==> config.mk <==
export PLATFORM = sky130hd
export DESIGN_NAME = dsss_tx_serializer
export DESIGN_NICKNAME = d
export VERILOG_FILES = /design/src/hw/dsss_tx_pkg.sv /design/src/hw/spread_if.sv /design/src/hw/dsss_tx_serializer.sv /design/src/hw/chip_spreader.sv
export SDC_FILE = /design/constraint.sdc
export NUM_CORES = 1
export LEC_CHECK = 0
export ABC_AREA = 1
export BUFFER_PORTS_ARGS = -buffer_cell sky130_fd_sc_hd__buf_2
export CAP_MARGIN = 10
export CELL_PAD_IN_SITES_DETAIL_PLACEMENT = 0
export CELL_PAD_IN_SITES_GLOBAL_PLACEMENT = 2
export CORE_ASPECT_RATIO = 0.6
export CORE_MARGIN = 2
export CORE_UTILIZATION = 34
export DETAILED_ROUTE_END_ITERATION = 10
export PLACE_DENSITY = 0.88
export REMOVE_ABC_BUFFERS = 1
export SETUP_SLACK_MARGIN = 0.4
export SLEW_MARGIN = 5
export SYNTH_ARGS = -nofsm -noshare
export SYNTH_HDL_FRONTEND = slang
export SYNTH_HIERARCHICAL = 1
export SYNTH_SLANG_ARGS = --single-unit
==> constraint.sdc <==
create_clock -name clk -period 3.5 [get_ports clk]
set_clock_uncertainty 0.2 [all_clocks]
set_input_delay 0 -clock clk [delete_from_list [all_inputs] [get_ports clk]]
set_output_delay 0 -clock clk [all_outputs]
set_load 0.1 [all_outputs]
==> src/hw/dsss_tx_pkg.sv <==
// constants, field layouts and types of the transmit serializer and spreader
// assumes a byte-wide register port decoded from the host serial link
package dsss_tx_pkg;
    localparam int REG_ADDR_W = 6;
    localparam logic [REG_ADDR_W-1:0] ADDR_CONTROL = 6'h03;
    localparam logic [REG_ADDR_W-1:0] ADDR_TX_STATUS = 6'h0E;
    localparam logic [REG_ADDR_W-1:0] ADDR_TX_BYTE = 6'h0F;
    localparam logic [REG_ADDR_W-1:0] ADDR_TX_MASK = 6'h10;
    localparam logic [REG_ADDR_W-1:0] ADDR_SEQ_LO = 6'h11;
    localparam logic [REG_ADDR_W-1:0] ADDR_SEQ_HI = 6'h18;
    localparam logic [REG_ADDR_W-1:0] ADDR_SPREAD_MODE = 6'h1F;

    localparam int CTRL_TX_EN_BIT = 7;
    localparam int CTRL_RX_EN_BIT = 6;
    localparam int ST_EMPTY = 0;
    localparam int ST_DONE = 1;
    localparam int ST_OVERFLOW = 2;
    localparam int ST_UNDERFLOW = 3;

    localparam logic [7:0] CONTROL_RESET = 8'h00;
    localparam logic [7:0] TX_BYTE_RESET = 8'h00;
    localparam logic [7:0] TX_MASK_RESET = 8'h00;
    localparam logic [3:0] STATUS_RESET = 4'h0;
    localparam logic [63:0] SEQ_RESET = 64'h1e8b_6a3d_e0e9_b222;

    localparam logic [5:0] CHIP_FIRST_LO = 6'h00;
    localparam logic [5:0] CHIP_LAST_LO = 6'h1F;
    localparam logic [5:0] CHIP_FIRST_HI = 6'h20;
    localparam logic [5:0] CHIP_LAST_HI = 6'h3F;

    typedef enum logic [1:0] {
        MODE_FULL = 2'h0,
        MODE_LOW = 2'h1,
        MODE_HIGH = 2'h2,
        MODE_BOTH = 2'h3
    } spread_mode_t;

    typedef enum logic [1:0] {
        SP_IDLE = 2'b01,
        SP_RUN = 2'b10
    } spread_fsm_t;
endpackage

==> src/hw/spread_if.sv <==
// handshake between the bit serializer and the chip spreader
// assumes both ends share one clock
`timescale 1ns/10ps
interface spread_if;
    import dsss_tx_pkg::*;
    logic start;
    logic data_bit;
    logic data_valid;
    logic ready;
    logic symbol_done;
    logic [63:0] sequence_code;
    spread_mode_t mode;

    modport serializer (
        output start, data_bit, data_valid, sequence_code, mode,
        input ready, symbol_done
    );
    modport spreader (
        input start, data_bit, data_valid, sequence_code, mode,
        output ready, symbol_done
    );
endinterface

==> src/hw/dsss_tx_serializer.sv <==
// transmit byte serializer with spreading-sequence and status registers
// assumes a byte register port already decoded from the host serial link
`timescale 1ns/10ps
// Overview of operation
// status flags set regardless of interrupt enables
// transmit status reads zero unless transmit is enabled
// status register ignores host writes
// data byte shifted out bit zero first
// mask bit qualifies same data bit
// sequence register spreads every transmitted bit
// full mode uses all 64 chips
// two independent 32-chip halves selectable
// chips emitted from bit 0 upward
// sequence bytes at 0x11 through 0x18
// host programs only well-correlating sequences
// empty sets on load, byte write clears; a byte write in the load cycle leaves empty set
// overflow on early write, status read clears
// underflow after a bit, status read clears
// send while valid bits remain in shifter
// reset restores data, mask and sequence
module dsss_tx_serializer
    import dsss_tx_pkg::*;
#(
    parameter int ADDR_W = REG_ADDR_W
) (
    input wire logic clk,
    input wire logic rst,
    input wire logic [ADDR_W-1:0] reg_addr,
    input wire logic [7:0] reg_wdata,
    input wire logic reg_wr,
    input wire logic reg_rd,
    output logic [7:0] reg_rdata,
    output logic tx_chip,
    output logic tx_chip_strobe,
    output logic tx_chip_data,
    output logic tx_busy
);
    if (ADDR_W != REG_ADDR_W) begin : g_addr_check
        $error("register address width must be six bits");
    end

    typedef struct packed {
        logic [7:0] control;
        spread_mode_t mode;
        logic [7:0] tx_byte;
        logic [7:0] tx_mask;
        logic [63:0] seq;
        logic pending;
        logic [7:0] shift_data;
        logic [7:0] shift_mask;
        logic in_flight;
        logic sent_any;
        logic [3:0] flags;
        logic [7:0] rdata;
    } top_state_t;

    top_state_t s;
    top_state_t next_s;
    spread_if link ();

    logic tx_en;
    logic wr_byte;
    logic rd_status;
    logic load;
    logic start_bit;
    logic drained;
    logic [2:0] seq_sel;
    logic [ADDR_W-1:0] seq_off;
    logic seq_hit;

    chip_spreader u_spreader (
        .clk(clk),
        .rst(rst),
        .link(link.spreader),
        .chip(tx_chip),
        .chip_strobe(tx_chip_strobe),
        .chip_data(tx_chip_data)
    );

    assign tx_en = s.control[CTRL_TX_EN_BIT];
    assign wr_byte = reg_wr && reg_addr == ADDR_TX_BYTE;
    assign rd_status = reg_rd && reg_addr == ADDR_TX_STATUS;
    assign seq_hit = reg_addr >= ADDR_SEQ_LO && reg_addr <= ADDR_SEQ_HI;
    assign seq_off = reg_addr - ADDR_SEQ_LO;
    assign seq_sel = seq_off[2:0];
    // a new byte enters only once every valid bit has left
    assign load = tx_en && !s.in_flight && s.shift_mask == 8'h00 && s.pending;
    assign start_bit = tx_en && !s.in_flight && s.shift_mask != 8'h00 && link.ready;
    assign drained = link.symbol_done && s.shift_mask == 8'h00 && !s.pending;

    assign link.start = start_bit;
    assign link.data_bit = s.shift_data[0];
    assign link.data_valid = s.shift_mask[0];
    assign link.sequence_code = s.seq;
    assign link.mode = s.mode;
    assign reg_rdata = s.rdata;
    assign tx_busy = s.in_flight || s.shift_mask != 8'h00;

    always_comb begin
        next_s = s;
        // register writes; the status register has no write path
        if (reg_wr) begin
            case (reg_addr)
                ADDR_CONTROL: next_s.control = reg_wdata;
                ADDR_TX_BYTE: next_s.tx_byte = reg_wdata;
                ADDR_TX_MASK: next_s.tx_mask = reg_wdata;
                ADDR_SPREAD_MODE: next_s.mode = spread_mode_t'(reg_wdata[1:0]);
                default: begin
                    if (seq_hit) begin
                        next_s.seq[{seq_sel, 3'h0} +: 8] = reg_wdata;
                    end
                end
            endcase
        end

        // reading the status clears all but empty
        if (rd_status) begin
            next_s.flags[ST_DONE] = 1'b0;
            next_s.flags[ST_OVERFLOW] = 1'b0;
            next_s.flags[ST_UNDERFLOW] = 1'b0;
        end
        if (wr_byte) begin
            next_s.flags[ST_EMPTY] = 1'b0;
        end

        // byte hand-off into the shifter
        if (load) begin
            next_s.shift_data = s.tx_byte;
            next_s.shift_mask = s.tx_mask;
            next_s.pending = wr_byte;
            next_s.flags[ST_EMPTY] = 1'b1;
        end else if (wr_byte) begin
            next_s.pending = 1'b1;
            if (s.pending) begin
                next_s.flags[ST_OVERFLOW] = 1'b1;
            end
        end

        // one bit per symbol, least significant first
        if (start_bit) begin
            next_s.shift_data = {1'b0, s.shift_data[7:1]};
            next_s.shift_mask = {1'b0, s.shift_mask[7:1]};
            next_s.in_flight = 1'b1;
            next_s.sent_any = 1'b1;
        end
        if (link.symbol_done) begin
            next_s.in_flight = 1'b0;
        end
        if (drained && s.sent_any) begin
            next_s.flags[ST_DONE] = 1'b1;
            next_s.flags[ST_UNDERFLOW] = 1'b1;
        end

        // read data, one cycle after the strobe
        if (reg_rd) begin
            case (reg_addr)
                ADDR_CONTROL: next_s.rdata = s.control;
                ADDR_TX_STATUS: next_s.rdata = tx_en ? {4'h0, s.flags} : 8'h00;
                ADDR_TX_BYTE: next_s.rdata = s.tx_byte;
                ADDR_TX_MASK: next_s.rdata = s.tx_mask;
                ADDR_SPREAD_MODE: next_s.rdata = {6'h00, s.mode};
                default: next_s.rdata = seq_hit ? s.seq[{seq_sel, 3'h0} +: 8] : 8'h00;
            endcase
        end
    end

    always_ff @(posedge clk) begin
        if (rst) begin
            s <= '{control: CONTROL_RESET, mode: MODE_FULL, tx_byte: TX_BYTE_RESET,
                   tx_mask: TX_MASK_RESET, seq: SEQ_RESET, flags: STATUS_RESET,
                   default: '0};
        end else begin
            s <= next_s;
        end
    end
endmodule

==> src/hw/chip_spreader.sv <==
// spreads one data bit into 64 or 32 chips of the programmed sequence
// assumes start is offered only while ready is high
`timescale 1ns/10ps
module chip_spreader
    import dsss_tx_pkg::*;
(
    input wire logic clk,
    input wire logic rst,
    spread_if.spreader link,
    output logic chip,
    output logic chip_strobe,
    output logic chip_data
);
    typedef struct packed {
        spread_fsm_t st;
        logic [5:0] idx;
        logic [5:0] last;
        logic bit_val;
        logic bit_ok;
        logic alt;
        logic chip;
        logic strobe;
        logic data;
        logic done;
    } spread_state_t;

    spread_state_t s;
    spread_state_t next_s;

    assign link.ready = (s.st == SP_IDLE);
    assign link.symbol_done = s.done;
    assign chip = s.chip;
    assign chip_strobe = s.strobe;
    assign chip_data = s.data;

    always_comb begin
        next_s = s;
        next_s.strobe = 1'b0;
        next_s.done = 1'b0;
        case (s.st)
            SP_IDLE: begin
                if (link.start) begin
                    next_s.st = SP_RUN;
                    next_s.bit_val = link.data_bit;
                    next_s.bit_ok = link.data_valid;
                    case (link.mode)
                        MODE_FULL: begin
                            next_s.idx = CHIP_FIRST_LO;
                            next_s.last = CHIP_LAST_HI;
                        end
                        MODE_LOW: begin
                            next_s.idx = CHIP_FIRST_LO;
                            next_s.last = CHIP_LAST_LO;
                        end
                        MODE_HIGH: begin
                            next_s.idx = CHIP_FIRST_HI;
                            next_s.last = CHIP_LAST_HI;
                        end
                        default: begin // halves alternate bit by bit
                            next_s.idx = s.alt ? CHIP_FIRST_HI : CHIP_FIRST_LO;
                            next_s.last = s.alt ? CHIP_LAST_HI : CHIP_LAST_LO;
                            next_s.alt = ~s.alt;
                        end
                    endcase
                end
            end
            SP_RUN: begin
                // a one sends the sequence, a zero its inverse
                next_s.chip = link.sequence_code[s.idx] ~^ s.bit_val;
                next_s.data = s.bit_ok;
                next_s.strobe = 1'b1;
                next_s.idx = s.idx + 6'h01;
                if (s.idx == s.last) begin
                    next_s.st = SP_IDLE;
                    next_s.done = 1'b1;
                end
            end
            default: next_s.st = SP_IDLE;
        endcase
    end

    always_ff @(posedge clk) begin
        if (rst) begin
            s <= '{st: SP_IDLE, default: '0};
        end else begin
            s <= next_s;
        end
    end
endmodule

==> results_dict.tcl, run 1 <==
set metrics [dict create \
    combinationalPowerShare_pct 9.8 \
    slowest_delay_ns 0.60 \
    cts_buffer_depth 2 \
    yosysTopAreaCellShare_pct 36.1 \
    min_from "reg_addr[0]" \
    period_share_pct 79.1 \
    antenna_found_initial 0 \
    intPower_w 0.00286 \
    initial_core_util_pct 34.5 \
    viasPerCell 5.06 \
    setup_viol 0 \
    yosysUniqueCellTypes 39 \
    outcome "finished clean" \
    gr-total-overflow 0 \
    cp-end-kind "register" \
    tightestPinTransition_ns 0.886 \
    rows 42 \
    wl_mm 26.4 \
    r2r-end "s[17]" \
    ctsHtreeMaxLevel 4 \
    yosys.area.top_type "dfxtp_1" \
    dieWidth_um 197 \
    leakagePower_nw 4.23 \
    switchingPower_w 0.00105 \
    rsz0062_at_grt "false" \
    max_freq_mhz 361 \
    die_area_um2 23600 \
    fp.coreArea_um2 22000 \
    endpoint "s[98]" \
    cts_tree "yes" \
    r2r_start "u_spreader/s[19]" \
    ys_async_sr_fraction_pct 0 \
    placed_area_um2 7830 \
    port_buffers 29 \
    path_cells "dlygate4sd3_1, buf_2, nor2_4, nand3_1, inv_1, nand3_1, dlygate4sd3_1, a21oi_1, dlygate4sd3_1" \
    postRouteAntennaNets 0 \
    synth_edf_count 0 \
    worst_setup_path_start_kind "input port" \
    clk_pin_slew_ns 0.07 \
    drtIter0Drc 803 \
    final_area_um2 8630 \
    fin_setup_tns_ns 0 \
    worstSkewPairLatency_ns 0.44 \
    yosys_warnings 6 \
    track_usage_pct 23.1 \
    drv_slew 0 \
    cp_slowest_cell "dlygate4sd3_1" \
    startpoint "reg_addr[2]" \
    wl_per_cell_um 17.6 \
    cp_max_fo 15 \
    grt_pass1_wl_mm 40.6 \
    period_needed_ns 2.77 \
    synth_area_um2 7590 \
    crit_type "input port to register" \
    worstPathRequired_ns 3.68 \
    hold_viol_final 0 \
    cts.repair.resized 0 \
    ff2ff_path_depth 9 \
    cpLargestDelayFamily "buffers and inverters" \
    post_cts.repair.setup_buffers 0 \
    powerDensity_nw_per_um2 453 \
    first_pass_iters 5 \
    syn_avg_cell_area_um2 6.43 \
    routed-via-count 7585 \
    grt_pass1_vias 6724 \
    rrSetupSlack_ns 0.90 \
    die_h_um 120 \
    grt_start_max_net_pins 70 \
    switching_share_pct 26.8 \
    cts_buffers 17 \
    drive_gt1_share_pct 9.23 \
    final_common_cell "nand2_1" \
    synth_ff_type "dfxtp_1" \
    antennaDiodeCount 0 \
    worst_ep_arrival_time_ns 2.95 \
    maxCapViolCount 0 \
    synthTopCellsByArea "dfxtp_1, nand2_1, nor2_1, inv_1, nand3_1" \
    worst-path-buf-inv 5 \
    p_clk_share_pct 49.4 \
    syn2layout_area_growth_pct 13.8 \
    vdd_drop_max_mv 0.302 \
    ys_seq_area_share_pct 36.1 \
    num-nets-final 1226 \
    final_cell_mix "nand2_1, nor2_1, inv_1, dfxtp_1, nand3_1" \
    cp.depth 9 \
    hp-class "input port to register" \
    clock_sinks 137 \
    syn_inst 1181 \
    dp_hpwl_mm 19.4 \
    cts-root-buf "clkbuf_16" \
    ys_seq_elements 137 \
    fillers 2401 \
    slew_headroom_pct 40.7 \
    drc 0 \
    cpMostUsedCell "dlygate4sd3_1" \
    gp_congestion 0.859 \
    boundaryPins 30 \
    seqPwrFrac_pct 40.8 \
]
sequential cells by signal, summed over array words and instances, names as in the netlist:
signal / count
link.data_valid: 1
s: 44
u_spreader/chip_data: 1
link.data_bit: 1
u_spreader/chip_strobe: 1
u_spreader/s: 13
u_spreader/chip: 1
link.sequence_code: 64
link.mode: 2
reg_rdata: 8
u_spreader/link.symbol_done: 1
power groups by stage:
stage	clock (W)	sequential, W	combinational, W
CTS	0.00194	0.00159	0.000379
global route	0.00201	0.00159	0.000416
detailed placement	0	0.00163	0.000365
global placement	0	0.00163	0.000367
finish	0.00193	0.00159	0.000382
floorplan	0	0.00167	0.000183
stage by stage:
step / worst slack, ns / cells / util [%] / hold slack [ns] / total power, W
final: 0.730 / 1500 / 39.3 / 0.0255 / 0.00391
after global placement: 0.647 / 1449 / 35.6 / 0.152 / 0.00199
after floorplan: 0.763 / 1122 / - / -0.131 / 0.00185
after detailed placement: 0.592 / 1449 / 35.6 / 0.153 / 0.00199
after global routing: 0.548 / 1500 / 39.3 / 0.0689 / 0.00402
after CTS: 0.832 / 1500 / 39.3 / 0.0104 / 0.00392
kinds of logic after synthesis:
| kind of cell | count (synthesis) | share of synthesized area [%] |
|---|---|---|
| simple gates | 660 | 37.6 |
| buf+inv | 217 | 12.7 |
| compound gates | 161 | 12.5 |
| flops | 137 | 36.1 |
| fa+ha+maj | 6 | 0.989 |
worst min path at each step:
stage                             end  depth (start not counted)
6_report       link.sequence_code[57]                          5
3_3_place_gp    link.sequence_code[4]                          3
3_5_place_dp    link.sequence_code[4]                          3
5_1_grt        link.sequence_code[57]                          5
4_1_cts        link.sequence_code[57]                          5
2_1_floorplan            link.mode[0]                          1
final cells by class:
class | count | area (µm²) | share of cell area, %
multi-input cells | 827 | 3880 | 45.0
flip-flops and latches | 137 | 2740 | 31.8
inverters | 158 | 596 | 6.90
repair buffers | 61 | 448 | 5.19
clock buffers | 18 | 429 | 4.97
well taps | 286 | 358 | 4.15
clock inverters | 13 | 178 | 2.06
Yosys cell counts, types with 2 or more instances:
cell      number
o211ai_1      24
ha_1           6
buf_4         11
nand3_1       99
dfxtp_1      137
o211ai_2       6
nand2_1      343
o21ai_1        6
clkinv_1       3
a21oi_1       59
nand4_1       14
o21a_1         2
nor2_4         2
nand3_4        2
buf_2         22
nand3_2       11
clkbuf_1      17
inv_1        153
nor2_2         3
nand2_4        2
buf_8          3
nor2_8         2
nand2_2        5
buf_6          6
nor3_2         4
nor3_1        10
o21ai_0       54
o22ai_1        3
nor2_1       162
per-layer routing:
| metal | up-vias | global-route usage [%] | share of wire (%) |
|---|---|---|---|
| li1 | 3776 | - | - |
| met1 | 3495 | 38.6 | 54 |
| met2 | 292 | 28.4 | 35 |
| met3 | 22 | 5.23 | 9.5 |
| met4 | 0 | 5.22 | 1.1 |
| met5 | - | 0 | 0 |
tightest hold or removal path, stage by stage:
cell	delay, ns
buf_2	0.09
clkinv_1	0.07
buf_4	0.21
nand3_1	0.13
o211ai_1	0.10
repair_timing:
item                       in CTS  in global routing
setup endpoints to repair       0                  0
hold endpoints to repair      103                  0
hold buffers                   20                  0
(Power assumes the default switching activity.)
==> inputs of run 2 (changes only) <==
Settings changed: ABC_AREA 1 to 0, CORE_UTILIZATION 34 to 35, PLACE_DENSITY 0.88 to 0.84.
Clock period 3.5 ns to 2.3 ns, I/O delays scaled along.
==> run 2 against run 1 <==
First-iteration DRC count fell by 18%; critical path depth is 2 lower; setup slack worse by 0.85 ns; clock-buffer cell count up 4; synthesized area shrank 6.7%; the run now ends with setup timing left; synthesized cell count down 34%; register-to-register slack lost 1.0 ns; largest cell class unchanged; non-clock buffer count rose by 92; sequential power grew 51%.
==> results_dict.tcl, run 2 <==
set metrics [dict create \
    leakagePower_nw 3.59 \
    power.total_w 0.00590 \
    dpl_worst_slack_ns -0.430 \
    dp_hpwl_mm 16.6 \
    worstPathRequired_ns 2.39 \
    cts_buffer_depth 2 \
    violations "setup timing" \
    slew_headroom_pct 60.3 \
    period_share_pct 105 \
    vdd_drop_max_mv 0.517 \
    wl_mm 23.7 \
    worstSkewPairLatency_ns 0.42 \
    initial_core_util_pct 35.5 \
    final_cells 1161 \
    die_area_um2 21400 \
    fin_ws_ns -0.119 \
    synthTopCellsByCount "dfxtp_1, nor2_1, mux2i_1" \
    cts-root-buf "clkbuf_16" \
    viasPerCell 5.55 \
    postRouteAntennaNets 0 \
    yosysTopAreaCellShare_pct 38.7 \
    cp_max_fo 8 \
    synth_edf_count 0 \
    yosys_warnings 6 \
    worst_setup_path_start_kind "register" \
    powerDensity_nw_per_um2 625 \
    met1_length_mm 11.9 \
    cp-end-kind "register" \
    hold_viol_final 0 \
    ys_async_sr_fraction_pct 0 \
    clock_sinks 137 \
    cp_slowest_cell "mux4_2" \
    fillers 1922 \
    fin_setup_tns_ns -0.119 \
    hp-class "input port to register" \
    dp.cells 1091 \
    syn_inst 778 \
    synthTopCellsByArea "dfxtp_1, mux2i_1, mux4_2, nor2_1, a21oi_1" \
    port_buffers 29 \
    synth_area_um2 7080 \
    first_pass_iters 9 \
    ys_seq_elements 137 \
    rrSetupSlack_ns -0.12 \
    final_common_cell "dfxtp_1" \
    syn_avg_cell_area_um2 9.10 \
    rows 40 \
    slowest_delay_ns 0.53 \
    syn2layout_area_growth_pct 33.4 \
    crit_type "register to register" \
    yosysUniqueCellTypes 64 \
    maxCapViolCount 0 \
    path_cells "buf_12, mux4_2, mux2i_1, nor2b_2, o311a_1, nor4_2, nor3b_1" \
    drtIter0Drc 659 \
    clk_pin_slew_ns 0.06 \
    dr_wl_met2_mm 9.04 \
    max_freq_mhz 413 \
    cts_buffers 17 \
    final_cell_mix "dfxtp_1, nor2_1, buf_4, mux2i_1, a21oi_1" \
    worst-path-buf-inv 1 \
    drive_gt1_share_pct 29.8 \
    dieWidth_um 188 \
    cts_tree "yes" \
    track_usage_pct 22.4 \
    yosys.area.top_type "dfxtp_1" \
    drc 0 \
    met3_length_mm 2.52 \
    antennaDiodeCount 0 \
    largest_reg_flops 64 \
    ys_seq_area_share_pct 38.7 \
    gp_congestion 0.956 \
    grt_start_max_net_pins 49 \
    setup_viol 1 \
    boundaryPins 30 \
    synth_ff_type "dfxtp_1" \
    worst_ep_arrival_time_ns 2.51 \
    period_needed_ns 2.42 \
    grt_pass1_wl_mm 36.3 \
    routed-via-count 6439 \
    outcome "complete, but fails checks" \
    cpLargestDelayFamily "multiplexers" \
    grt_pass1_vias 5993 \
    gr-total-overflow 0 \
    wl_per_cell_um 20.4 \
    drv_slew 0 \
    dr.max_layer_used "met4" \
    tightestPinTransition_ns 0.592 \
    ctsHtreeMaxLevel 4 \
    rsz0062_at_grt "true" \
    num-nets-final 899 \
    antenna_found_initial 0 \
    die_h_um 114 \
    fp.coreArea_um2 19900 \
    post-synth-top-count-cell "dfxtp_1" \
]
==> run 2: logic make-up (layout without fill, tap and decap cells) <==
| kind of cell | count (synthesis) | after routing | share of synthesized area [%] |
|---|---|---|---|
| flops | 137 | 137 | 38.7 |
| fa+ha+maj | 6 | 6 | 1.06 |
| compound gates | 166 | 166 | 15.5 |
| xor+xnor | 3 | 3 | 0.477 |
| buf+inv | 85 | 194 | 6.15 |
| mux | 93 | 93 | 17.8 |
| simple gates | 288 | 289 | 20.3 |
==> run 2: power breakdown <==
part | internal (W) | total [W] | switching, W
sequential | 0.00239 | 0.00240 | 0.0000101
clock | 0.00180 | 0.00290 | 0.00110
combinational | 0.000222 | 0.000608 | 0.000386
==> run 2: area by class of cell <==
| type | count | area, µm² | share of cell area, % |
|---|---|---|---|
| Tap cell | 273 | 342 | 3.62 |
| Sequential cell | 137 | 2750 | 29.2 |
| Inverter | 9 | 51.3 | 0.543 |
| Clock buffer | 22 | 474 | 5.02 |
| Multi-Input combinational cell | 557 | 4290 | 45.4 |
| Clock inverter | 10 | 141 | 1.50 |
| Timing Repair Buffer | 153 | 1390 | 14.8 |
==> run 2: stage by stage <==
stage / area, µm² / hold WS, ns / util (%)
6_report: 9440 / 0.0309 / 47.4
5_1_grt: 9440 / 0.0534 / 47.4
4_1_cts: 9020 / 0.00167 / 45.3
3_5_place_dp: 7900 / 0.160 / 39.6
3_3_place_gp: 7900 / 0.156 / 39.6
2_1_floorplan: 6680 / -0.131 / -
==> run 2: layer usage <==
layer | GRT usage, % | up-vias
met5 | 0 | -
li1 | - | 3037
met2 | 29.0 | 245
met4 | 4.88 | 0
met1 | 34.1 | 3135
met3 | 8.52 | 22
==> run 2: what timing repair did <==
item | in CTS | in global routing
hold buffers | 16 | 1
resized for setup | 60 | 57
gates cloned | 2 | 2
setup endpoints to repair | 88 | 88
hold endpoints to repair | 104 | 1
pin swaps | 7 | 32
buffers inserted | 7 | 10
==> run 2: worst paths after layout <==
check	startpoint	to	cells after the start
worst max-delay path	u_spreader/s[14]	u_spreader/chip	7
worst min-delay path	reg_wr	link.mode[0]	5
worst max register to register	u_spreader/s[14]	u_spreader/chip	7
worst min register to register	u_spreader/link.symbol_done	s[13]	1
==> run 2: worst min-delay path, stage by stage <==
cell and delay [ns]:
buf_2 0.13, nand3b_1 0.24, nor2_1 0.11, nand2_1 0.06, a21oi_1 0.05
